`src/sfo_defs.svh`:
```
// Constants for the serial flag offset link, both ends
// Functional notes
// Load enable low shifts one bit per edge
// Empty offset LSB first, full offset MSB last
// SDR narrow pairing: 32 to 38 bits
// SDR other pairings: 30 to 36 bits
// DDR two bits shorter per depth
// Readback enable low shifts one bit out
// DDR memory write decode on write clock
// Flags valid only after full set loaded
// Each readback starts at first bit
// No enable keeps offsets and position
`ifndef SFO_DEFS_SVH
`define SFO_DEFS_SVH

// ****************************************
// Offset stream geometry
// ****************************************
`define SFO_MAX_BITS 38
`define SFO_HALF_BITS 19
`define SFO_LEN_BASE 6'h1E
`define SFO_LEN_NARROW 6'h02
`define SFO_LEN_DDR_CUT 6'h02
`define SFO_LEN_STEP 6'h02
`define SFO_LEN_ONE 6'h01

// ****************************************
// Controller register map (byte addresses)
// ****************************************
`define SFO_ADDR_CTRL 12'h000
`define SFO_ADDR_CFG 12'h004
`define SFO_ADDR_LOAD_LO 12'h008
`define SFO_ADDR_LOAD_HI 12'h00C
`define SFO_ADDR_READ_LO 12'h010
`define SFO_ADDR_READ_HI 12'h014
`define SFO_ADDR_STATUS 12'h018

// ****************************************
// Controller register fields
// ****************************************
`define SFO_CTRL_START_LOAD 0
`define SFO_CTRL_START_READ 1
`define SFO_CTRL_WEN 2
`define SFO_CTRL_REN 3
`define SFO_CTRL_WRATE 4
`define SFO_CTRL_RRATE 5
`define SFO_CFG_NARROW 2
`define SFO_STAT_BUSY 0
`define SFO_STAT_DONE 1
`define SFO_HI_BITS 6

// ****************************************
// Serial clock divider phases
// ****************************************
`define SFO_PH_FALL 2'h3
`define SFO_PH_RISE 2'h1
`define SFO_PH_HIGH 2'h2

`endif

```
`src/sfo_pkg.sv`:
```
// Types and shared decoding for the serial flag offset link
`default_nettype none
`include "sfo_defs.svh"

package sfo_pkg;

	typedef enum logic [1:0] {
		SFO_IDLE = 2'h0,
		SFO_LOAD = 2'h1,
		SFO_READ = 2'h2
	} sfo_ctl_state_t;

	typedef logic [`SFO_MAX_BITS-1:0] sfo_stream_t;

	// Stream length from depth option, width pairing and rate
	function automatic logic [5:0] sfo_bit_len(input logic [1:0] depth, input logic narrow, input logic ddr);
		logic [5:0] len;
		len = `SFO_LEN_BASE + ({4'h0, depth} * `SFO_LEN_STEP);
		// narrow pair adds two
		if (narrow) begin
			len = len + `SFO_LEN_NARROW;
		end
		// DDR two shorter
		if (ddr) begin
			len = len - `SFO_LEN_DDR_CUT;
		end
		// other pairings base
		return len;
	endfunction

endpackage

`default_nettype wire

```
`src/sfo_link_if.sv`:
```
// Link between offset controller and FIFO offset port
`timescale 1ns/100ps
`default_nettype none

interface sfo_link_if;
	logic sclk;
	logic wen_n;
	logic ren_n;
	logic serial_load_enable_n;
	logic serial_readback_enable_n;
	logic write_port_rate_select;
	logic read_port_rate_select;
	logic serial_in;
	logic serial_out;

	modport ctl (
		output sclk,
		output wen_n,
		output ren_n,
		output serial_load_enable_n,
		output serial_readback_enable_n,
		output write_port_rate_select,
		output read_port_rate_select,
		output serial_in,
		input serial_out
	);

	modport dev (
		input sclk,
		input wen_n,
		input ren_n,
		input serial_load_enable_n,
		input serial_readback_enable_n,
		input write_port_rate_select,
		input read_port_rate_select,
		input serial_in,
		output serial_out
	);
endinterface

`default_nettype wire

```
`src/sfo_offset_ctl.sv`:
```
// Controller end: APB registers driving the serial offset link
`timescale 1ns/100ps
`default_nettype none
`include "sfo_defs.svh"

module sfo_offset_ctl
	import sfo_pkg::*;
(
	sfo_link_if.ctl link,
	input wire logic pclk,
	input wire logic presetn,
	input wire logic psel,
	input wire logic penable,
	input wire logic pwrite,
	input wire logic [11:0] paddr,
	input wire logic [31:0] pwdata,
	output logic [31:0] prdata,
	output logic pready,
	output logic pslverr
);

	// ****************************************
	// Registers and APB slave
	// ****************************************
	logic [5:0] ctrl_q;
	logic [2:0] cfg_q;
	sfo_stream_t load_q;
	sfo_stream_t read_q;
	logic done_q;
	sfo_ctl_state_t state_q;
	logic wr_acc;
	logic busy;

	assign busy = (state_q != SFO_IDLE);
	assign wr_acc = psel & penable & pready & pwrite;

	// One wait state: pready rises on the second access cycle
	always_ff @(posedge pclk or negedge presetn) begin
		if (!presetn) begin
			pready <= 1'b0;
			pslverr <= 1'b0;
			prdata <= 32'h0;
		end else begin
			pready <= psel & penable & ~pready;
			pslverr <= 1'b0;
			prdata <= 32'h0;
			if (psel & penable & ~pready) begin
				unique case (paddr)
					`SFO_ADDR_CTRL: prdata <= {26'h0, ctrl_q};
					`SFO_ADDR_CFG: prdata <= {29'h0, cfg_q};
					`SFO_ADDR_LOAD_LO: prdata <= load_q[31:0];
					`SFO_ADDR_LOAD_HI: prdata <= {26'h0, load_q[`SFO_MAX_BITS-1:32]};
					`SFO_ADDR_READ_LO: prdata <= read_q[31:0];
					`SFO_ADDR_READ_HI: prdata <= {26'h0, read_q[`SFO_MAX_BITS-1:32]};
					`SFO_ADDR_STATUS: prdata <= {30'h0, done_q, busy};
					default: pslverr <= 1'b1;
				endcase
			end
		end
	end

	always_ff @(posedge pclk or negedge presetn) begin
		if (!presetn) begin
			cfg_q <= 3'h0;
			load_q <= '0;
		end else if (wr_acc) begin
			if (paddr == `SFO_ADDR_CFG) begin
				cfg_q <= pwdata[2:0];
			end
			if (paddr == `SFO_ADDR_LOAD_LO) begin
				load_q[31:0] <= pwdata;
			end
			if (paddr == `SFO_ADDR_LOAD_HI) begin
				load_q[`SFO_MAX_BITS-1:32] <= pwdata[`SFO_HI_BITS-1:0];
			end
		end
	end

	// Start bits self-clear when the transfer is taken
	logic take_start;
	always_ff @(posedge pclk or negedge presetn) begin
		if (!presetn) begin
			ctrl_q <= 6'h00;
		end else if (wr_acc && paddr == `SFO_ADDR_CTRL) begin
			ctrl_q <= pwdata[5:0];
		end else if (take_start) begin
			ctrl_q[1:0] <= 2'h0;
		end
	end

	// ****************************************
	// Serial clock divider
	// ****************************************
	logic [1:0] ph_q;
	always_ff @(posedge pclk or negedge presetn) begin
		if (!presetn) begin
			ph_q <= 2'h0;
			link.sclk <= 1'b0;
		end else begin
			ph_q <= ph_q + 2'h1;
			link.sclk <= (ph_q == `SFO_PH_RISE) || (ph_q == `SFO_PH_HIGH);
		end
	end

	// ****************************************
	// Readback synchroniser
	// ****************************************
	logic so_s1_q;
	logic so_s2_q;
	always_ff @(posedge pclk or negedge presetn) begin
		if (!presetn) begin
			so_s1_q <= 1'b0;
			so_s2_q <= 1'b0;
		end else begin
			so_s1_q <= link.serial_out;
			so_s2_q <= so_s1_q;
		end
	end

	// ****************************************
	// Transfer sequencer
	// ****************************************
	logic [5:0] len;
	logic [5:0] cnt_q;
	logic [5:0] cap_q;
	logic rose_q;
	logic fall_edge;
	logic mem_req;

	// length select
	assign len = sfo_bit_len(cfg_q[1:0], cfg_q[`SFO_CFG_NARROW], ctrl_q[`SFO_CTRL_WRATE] | ctrl_q[`SFO_CTRL_RRATE]);
	assign fall_edge = (ph_q == `SFO_PH_FALL);
	assign mem_req = ctrl_q[`SFO_CTRL_WEN] | ctrl_q[`SFO_CTRL_REN];
	// Serial work is refused while a memory access is requested
	assign take_start = fall_edge && state_q == SFO_IDLE && !mem_req && ctrl_q[1:0] != 2'h0;

	always_ff @(posedge pclk or negedge presetn) begin
		if (!presetn) begin
			state_q <= SFO_IDLE;
			cnt_q <= 6'h00;
			link.serial_load_enable_n <= 1'b1;
			link.serial_readback_enable_n <= 1'b1;
			link.serial_in <= 1'b0;
		end else begin
			unique case (state_q)
				SFO_IDLE: begin
					// change only away from rising edge
					if (take_start && ctrl_q[`SFO_CTRL_START_LOAD]) begin
						state_q <= SFO_LOAD;
						link.serial_load_enable_n <= 1'b0;
						// empty LSB first
						link.serial_in <= load_q[0];
						cnt_q <= 6'h00;
					end else if (take_start) begin
						state_q <= SFO_READ;
						// readback enable low
						link.serial_readback_enable_n <= 1'b0;
						cnt_q <= 6'h00;
					end
				end
				SFO_LOAD: begin
					if (fall_edge) begin
						if (cnt_q == len - `SFO_LEN_ONE) begin
							state_q <= SFO_IDLE;
							link.serial_load_enable_n <= 1'b1;
						end else begin
							cnt_q <= cnt_q + `SFO_LEN_ONE;
							link.serial_in <= load_q[cnt_q + `SFO_LEN_ONE];
						end
					end
				end
				SFO_READ: begin
					if (fall_edge && !link.serial_readback_enable_n) begin
						if (cnt_q == len - `SFO_LEN_ONE) begin
							link.serial_readback_enable_n <= 1'b1;
						end else begin
							cnt_q <= cnt_q + `SFO_LEN_ONE;
						end
					end
					if (ph_q == `SFO_PH_RISE && rose_q && cap_q == len - `SFO_LEN_ONE) begin
						state_q <= SFO_IDLE;
					end
				end
				default: state_q <= SFO_IDLE;
			endcase
		end
	end

	// Captured bit k lags its rising edge by one serial period
	always_ff @(posedge pclk or negedge presetn) begin
		if (!presetn) begin
			rose_q <= 1'b0;
			cap_q <= 6'h00;
			read_q <= '0;
		end else if (state_q != SFO_READ) begin
			rose_q <= 1'b0;
			cap_q <= 6'h00;
		end else if (ph_q == `SFO_PH_RISE) begin
			rose_q <= 1'b1;
			if (rose_q) begin
				// first bit lands at index zero
				read_q[cap_q] <= so_s2_q;
				cap_q <= cap_q + `SFO_LEN_ONE;
			end
		end
	end

	// Set wins over the clear from a new start
	always_ff @(posedge pclk or negedge presetn) begin
		if (!presetn) begin
			done_q <= 1'b0;
		end else if (busy && state_q != SFO_IDLE && ((state_q == SFO_LOAD && fall_edge && cnt_q == len - `SFO_LEN_ONE)
			|| (state_q == SFO_READ && ph_q == `SFO_PH_RISE && rose_q && cap_q == len - `SFO_LEN_ONE))) begin
			done_q <= 1'b1;
		end else if (take_start) begin
			done_q <= 1'b0;
		end
	end

	// ****************************************
	// FIFO enables and rate selects
	// ****************************************
	// memory write levels from register
	always_ff @(posedge pclk or negedge presetn) begin
		if (!presetn) begin
			link.wen_n <= 1'b1;
			link.ren_n <= 1'b1;
			link.write_port_rate_select <= 1'b0;
			link.read_port_rate_select <= 1'b0;
		end else begin
			link.wen_n <= busy | ~ctrl_q[`SFO_CTRL_WEN];
			link.ren_n <= busy | ~ctrl_q[`SFO_CTRL_REN];
			link.write_port_rate_select <= ctrl_q[`SFO_CTRL_WRATE];
			link.read_port_rate_select <= ctrl_q[`SFO_CTRL_RRATE];
		end
	end

endmodule

`default_nettype wire

```
`src/flat_wrapper.sv`:
```
// flat-port wrapper written by rule: the top's interface ports become plain ports
module sfo_offset_ctl_flat import sfo_pkg::*;
  (pclk, presetn, psel, penable, pwrite, paddr, pwdata, prdata, pready, pslverr, link_sclk, link_wen_n, link_ren_n, link_serial_load_enable_n, link_serial_readback_enable_n, link_write_port_rate_select, link_read_port_rate_select, link_serial_in, link_serial_out);
  sfo_link_if link_i ();
  input wire logic pclk;
  input wire logic presetn;
  input wire logic psel;
  input wire logic penable;
  input wire logic pwrite;
  input wire logic [11:0] paddr;
  input wire logic [31:0] pwdata;
  output logic [31:0] prdata;
  output logic pready;
  output logic pslverr;
  output wire logic [$bits(link_i.sclk)-1:0] link_sclk;
  output wire logic [$bits(link_i.wen_n)-1:0] link_wen_n;
  output wire logic [$bits(link_i.ren_n)-1:0] link_ren_n;
  output wire logic [$bits(link_i.serial_load_enable_n)-1:0] link_serial_load_enable_n;
  output wire logic [$bits(link_i.serial_readback_enable_n)-1:0] link_serial_readback_enable_n;
  output wire logic [$bits(link_i.write_port_rate_select)-1:0] link_write_port_rate_select;
  output wire logic [$bits(link_i.read_port_rate_select)-1:0] link_read_port_rate_select;
  output wire logic [$bits(link_i.serial_in)-1:0] link_serial_in;
  input wire logic [$bits(link_i.serial_out)-1:0] link_serial_out;
  assign link_sclk = link_i.sclk;
  assign link_wen_n = link_i.wen_n;
  assign link_ren_n = link_i.ren_n;
  assign link_serial_load_enable_n = link_i.serial_load_enable_n;
  assign link_serial_readback_enable_n = link_i.serial_readback_enable_n;
  assign link_write_port_rate_select = link_i.write_port_rate_select;
  assign link_read_port_rate_select = link_i.read_port_rate_select;
  assign link_serial_in = link_i.serial_in;
  assign link_i.serial_out = link_serial_out;
  sfo_offset_ctl u_core (.link(link_i), .pclk(pclk), .presetn(presetn), .psel(psel), .penable(penable), .pwrite(pwrite), .paddr(paddr), .pwdata(pwdata), .prdata(prdata), .pready(pready), .pslverr(pslverr));
endmodule
```
`config.mk`:
```
export PLATFORM = sky130hd
export DESIGN_NAME = sfo_offset_ctl_flat
export DESIGN_NICKNAME = d
export VERILOG_FILES = /design/src/sfo_pkg.sv /design/src/sfo_link_if.sv /design/src/sfo_offset_ctl.sv /design/src/flat_wrapper.sv
export VERILOG_INCLUDE_DIRS = /design/src
export SDC_FILE = /design/constraint.sdc
export NUM_CORES = 1
export LEC_CHECK = 0
export ABC_AREA = 1
export BUFFER_PORTS_ARGS = -buffer_cell sky130_fd_sc_hd__buf_2
export CORE_MARGIN = 2
export CORE_UTILIZATION = 44
export DETAILED_ROUTE_END_ITERATION = 6
export MAX_ROUTING_LAYER = met4
export PLACE_DENSITY = 0.61
export SYNTH_ARGS = -nofsm -noshare
export SYNTH_HDL_FRONTEND = slang
export SYNTH_SLANG_ARGS = --single-unit
export TNS_END_PERCENT = 100
```
`constraint.sdc`:
```
create_clock -name pclk -period 3.3 [get_ports pclk]
set_input_delay 0.165 -clock pclk [delete_from_list [all_inputs] [get_ports pclk]]
set_output_delay 0.165 -clock pclk [all_outputs]
set_load 0.01 [all_outputs]
```
==> results.cfg <==
[timing]
fmax_mhz = 364
hold_violations = 0
relSlewSlack = 0.315
fin_setup_tns_ns = 0
rsz0062_at_grt = false
fin_hold_ws_ns = 0.0000737
fin_crit_sh = 0.832
final-max-slew-violation-count = 0
finalClockSkew_ns = 0.00952
setup_violations = 0
period_minus_slack_ns = 2.75
setup_slack_ns = 0.555
worstMarginPinSlew_ns = 1.02

[final_layout]
instances_no_fill = 1166
fin_area_sq_um = 8630
fin_nets = 999
antenna-diode-count = 0
areaGrowthSynthToFinish_pct = 21.9
utilization = 0.545
drive_gt1_frac = 0.199

[logic_synthesis]
synth_enable_flop_cells = 0
synth_top_family_by_area = simple AND/OR/NAND/NOR gates
yosysWarnings = 0
synth_area_sq_um = 7080
synth.distinct_cells = 43
synth_xor_area_frac = 0.00742
synth-compound-area-share = 0.161
synthesis.instances = 818
async_flop_share = 1.00
yosys.area_share.adder = 0.0212
synthMuxAreaShare = 0.0223
yosysSeqAreaShare = 0.517
avgSynthCellArea_sq_um = 8.65
synth-simple-area-share = 0.205
synth_ff_type = dfrtp_1
synth_fp_nets = 880
synth_seq_cells = 146

[cts]
cts_tree = done
h-tree-depth = 4
clkLatencyLatePin_ns = 0.43
cts_buffers = 17
clkSinkCount = 146
cts_max_path_buffers = 2
cts_root_buf = clkbuf_16
cts.clk_slew.worst_paths_ns = 0.06

[place]
portBuffers = 91
gp_congestion = 0.888
placed_cells = 1110
placed_area_sq_um = 7810
hpwl_um = 13100
dp_slack_ns = 0.583

[pwr]
ir_worst_vdd_v = 0.000367
p_switching_mw = 1.29
total_power_mw = 4.48
clkPwrFrac = 0.427
leakage_nw = 4.21
power_density_nw_per_um2 = 519
p_comb_frac = 0.160
sw_frac_of_total = 0.288
internal-power_mw = 3.19
seqPwrFrac = 0.413

[route]
drt-pass1-iter-count = 5
ant_nets = 0
drtIter0Drc = 573
dr_total_vias = 6124
drc_errors = 0
routed_via_density = 5.25
drt-wirelength-per-cell_um = 16.1
wirelength_um = 18800

[worst_setup_path]
reg2reg_slack_ns = 0.55
critPathArrivalTime_ns = 3.07
cp_max_fo = 10
start_kind = register
r2r-end = u_core.cnt_q[2]
cpMostUsedCell = nand2_1
required_ns = 3.62
slowest_delay_ns = 0.38
crit_path_end_kind = register
reg2reg_depth = 22
path_class = reg -> reg
worstSetupStartpoint = u_core.cfg_q[0]
cp_slowest_cell = dfrtp_1
r2r-start = u_core.cfg_q[0]
worstPathCellList = inv_1 > ha_1 > nand2_1 > nand2_2 > inv_1 > nor2_1 > inv_1 > ha_1 > nand2_2 > nand3_1 > nor2_4 > nand2_1 > nand2_1 > nand2_1 > nand2_1 > nor2_4 > nand2_4 > inv_4 > nand2_4 > nand2_4 > nand2_1 > nand2_1

[global_routing]
overflow = 0
grt.total_usage = 0.236
grt_start_max_net_pins = 95
use_met1 = 0.331
antenna_found_initial = 0
grt_first_pass_wirelength_um = 29800
busiest_layer = met2
globalRouteMet2Util = 0.353
grtUsageMet3 = 0.0407
grt_pass1_vias = 5752

[worst_hold_path]
worstHoldPathCells = 3
hp-class = in -> reg
worstHoldStart = pwdata[10]
hold_end = u_core.load_q[10]

[die]
die_h_um = 131
die_area_sq_um = 17100
ioPinCount = 92
core_sq_um = 15800
initial_core_util = 0.447
dieWidth_um = 131
rows = 46

[job]
drv_cap = 0

[outcome]
status = finished, final reports clean
-- cells in the final DEF, fill, tap and decap left out, types with 2 or more instances in the layout --
| cell | instances |
|---|---|
| clkinv_4 | 2 |
| ha_1 | 12 |
| o21ai_0 | 48 |
| nand2_4 | 4 |
| buf_4 | 18 |
| nor3_1 | 12 |
| a221oi_1 | 2 |
| clkbuf_1 | 3 |
| o211ai_1 | 8 |
| nand2_1 | 144 |
| o21a_1 | 7 |
| dfrtp_1 | 142 |
| clkbuf_16 | 17 |
| nand2_2 | 10 |
| a21oi_1 | 59 |
| nor2_4 | 3 |
| inv_2 | 5 |
| nor2_2 | 5 |
| a31oi_1 | 26 |
| a22oi_1 | 28 |
| clkinv_2 | 2 |
| xor2_1 | 5 |
| nor2_1 | 92 |
| dfstp_2 | 4 |
| inv_1 | 80 |
| nand3_1 | 42 |
| dlygate4sd3_1 | 24 |
| mux2_2 | 14 |
| buf_2 | 90 |
| bufinv_16 | 2 |
| nand4_1 | 10 |
| clkinvlp_4 | 3 |
| o22ai_1 | 6 |
-- synthesized netlist by cell type (2+ instances only) --
library cell | n | share of area
o21a_1 | 7 | 0.0074
nor2_1 | 93 | 0.049
nor2_4 | 3 | 0.0048
buf_2 | 15 | 0.011
inv_1 | 80 | 0.042
nand2_4 | 4 | 0.0064
nand2_2 | 9 | 0.0080
inv_2 | 5 | 0.0027
o22ai_1 | 6 | 0.0053
dfstp_2 | 4 | 0.015
a21oi_1 | 59 | 0.042
a221oi_1 | 2 | 0.0025
o211ai_1 | 8 | 0.0085
nor3_1 | 12 | 0.0085
o21ai_0 | 48 | 0.034
ha_1 | 12 | 0.021
clkbuf_1 | 18 | 0.0095
mux2_2 | 14 | 0.022
a31oi_1 | 26 | 0.023
a22oi_1 | 28 | 0.030
nand3_1 | 42 | 0.030
xor2_1 | 5 | 0.0062
nor2_2 | 4 | 0.0035
nand4_1 | 10 | 0.0088
nand2_1 | 145 | 0.077
dfrtp_1 | 142 | 0.50
-- registers in the layout, summed over array words and instances (netlist names), 2 cells and up --
name / flops
u_core.cfg_q: 3
u_core.prdata: 32
u_core.state_q: 2
u_core.cap_q: 6
u_core.load_q: 38
u_core.ctrl_q: 6
u_core.read_q: 38
u_core.cnt_q: 6
-- kinds of logic after synthesis --
logic type,count (synthesis)
adders and majority gates,12
and+or+nand+nor,328
xor gates and xnor gates,6
muxes,14
DFF,146
buffers and inverters,120
AOI/OAI and AO/OA,192
-- power groups by stage --
stage / Sequential, mW / Combinational, mW / Clock, mW
2_1_floorplan: 1.87 / 0.429 / 0
3_3_place_gp: 1.88 / 0.688 / 0
3_5_place_dp: 1.88 / 0.688 / 0
4_1_cts: 1.85 / 0.714 / 1.94
5_1_grt: 1.85 / 0.788 / 2.02
6_report: 1.85 / 0.718 / 1.91
-- worst max-delay path by stage --
stage	slack, ns	end	depth (start not counted)
after global routing	0.17	u_core.cnt_q[0]	23
final	0.55	u_core.cnt_q[2]	22
after floorplan	0.82	u_core.cnt_q[2]	22
after detailed placement	0.58	u_core.cnt_q[1]	22
after global placement	0.65	u_core.cnt_q[0]	22
after CTS	0.57	u_core.cnt_q[1]	22
-- what timing repair did --
action,4_1_cts,5_1_grt
setup buffers,0,0
hold endpoints to repair,110,0
hold buffers,24,0
gates resized for setup,0,0
-- per-layer routing --
metal	vias to the layer above	wire length, um	share of wire
met5	-	0	0
met4	0	235	0.013
met3	18	1110	0.059
met2	191	8560	0.46
met1	2921	8870	0.47
li1	2994	-	-
-- cell type report --
| class | instances | area, sq um |
|---|---|---|
| Clock buffer | 21 | 450 |
| Clock inverter | 11 | 130 |
| Fill cell | 1474 | 7200 |
| Inverter | 87 | 329 |
| Multi-Input combinational cell | 552 | 2950 |
| Sequential cell | 146 | 3660 |
| Tap cell | 216 | 270 |
| Timing Repair Buffer | 133 | 837 |
-- worst max-delay path, delay by kind of cell (launching register included) --
family / cells / cell delay [ns]
AND/OR/NAND/NOR: 16 / 1.38
adder cells (fa/ha/maj): 2 / 0.59
flip-flops: 1 / 0.38
buffers and inverters: 4 / 0.30
No activity file was read; power rests on OpenSTA's default activity.
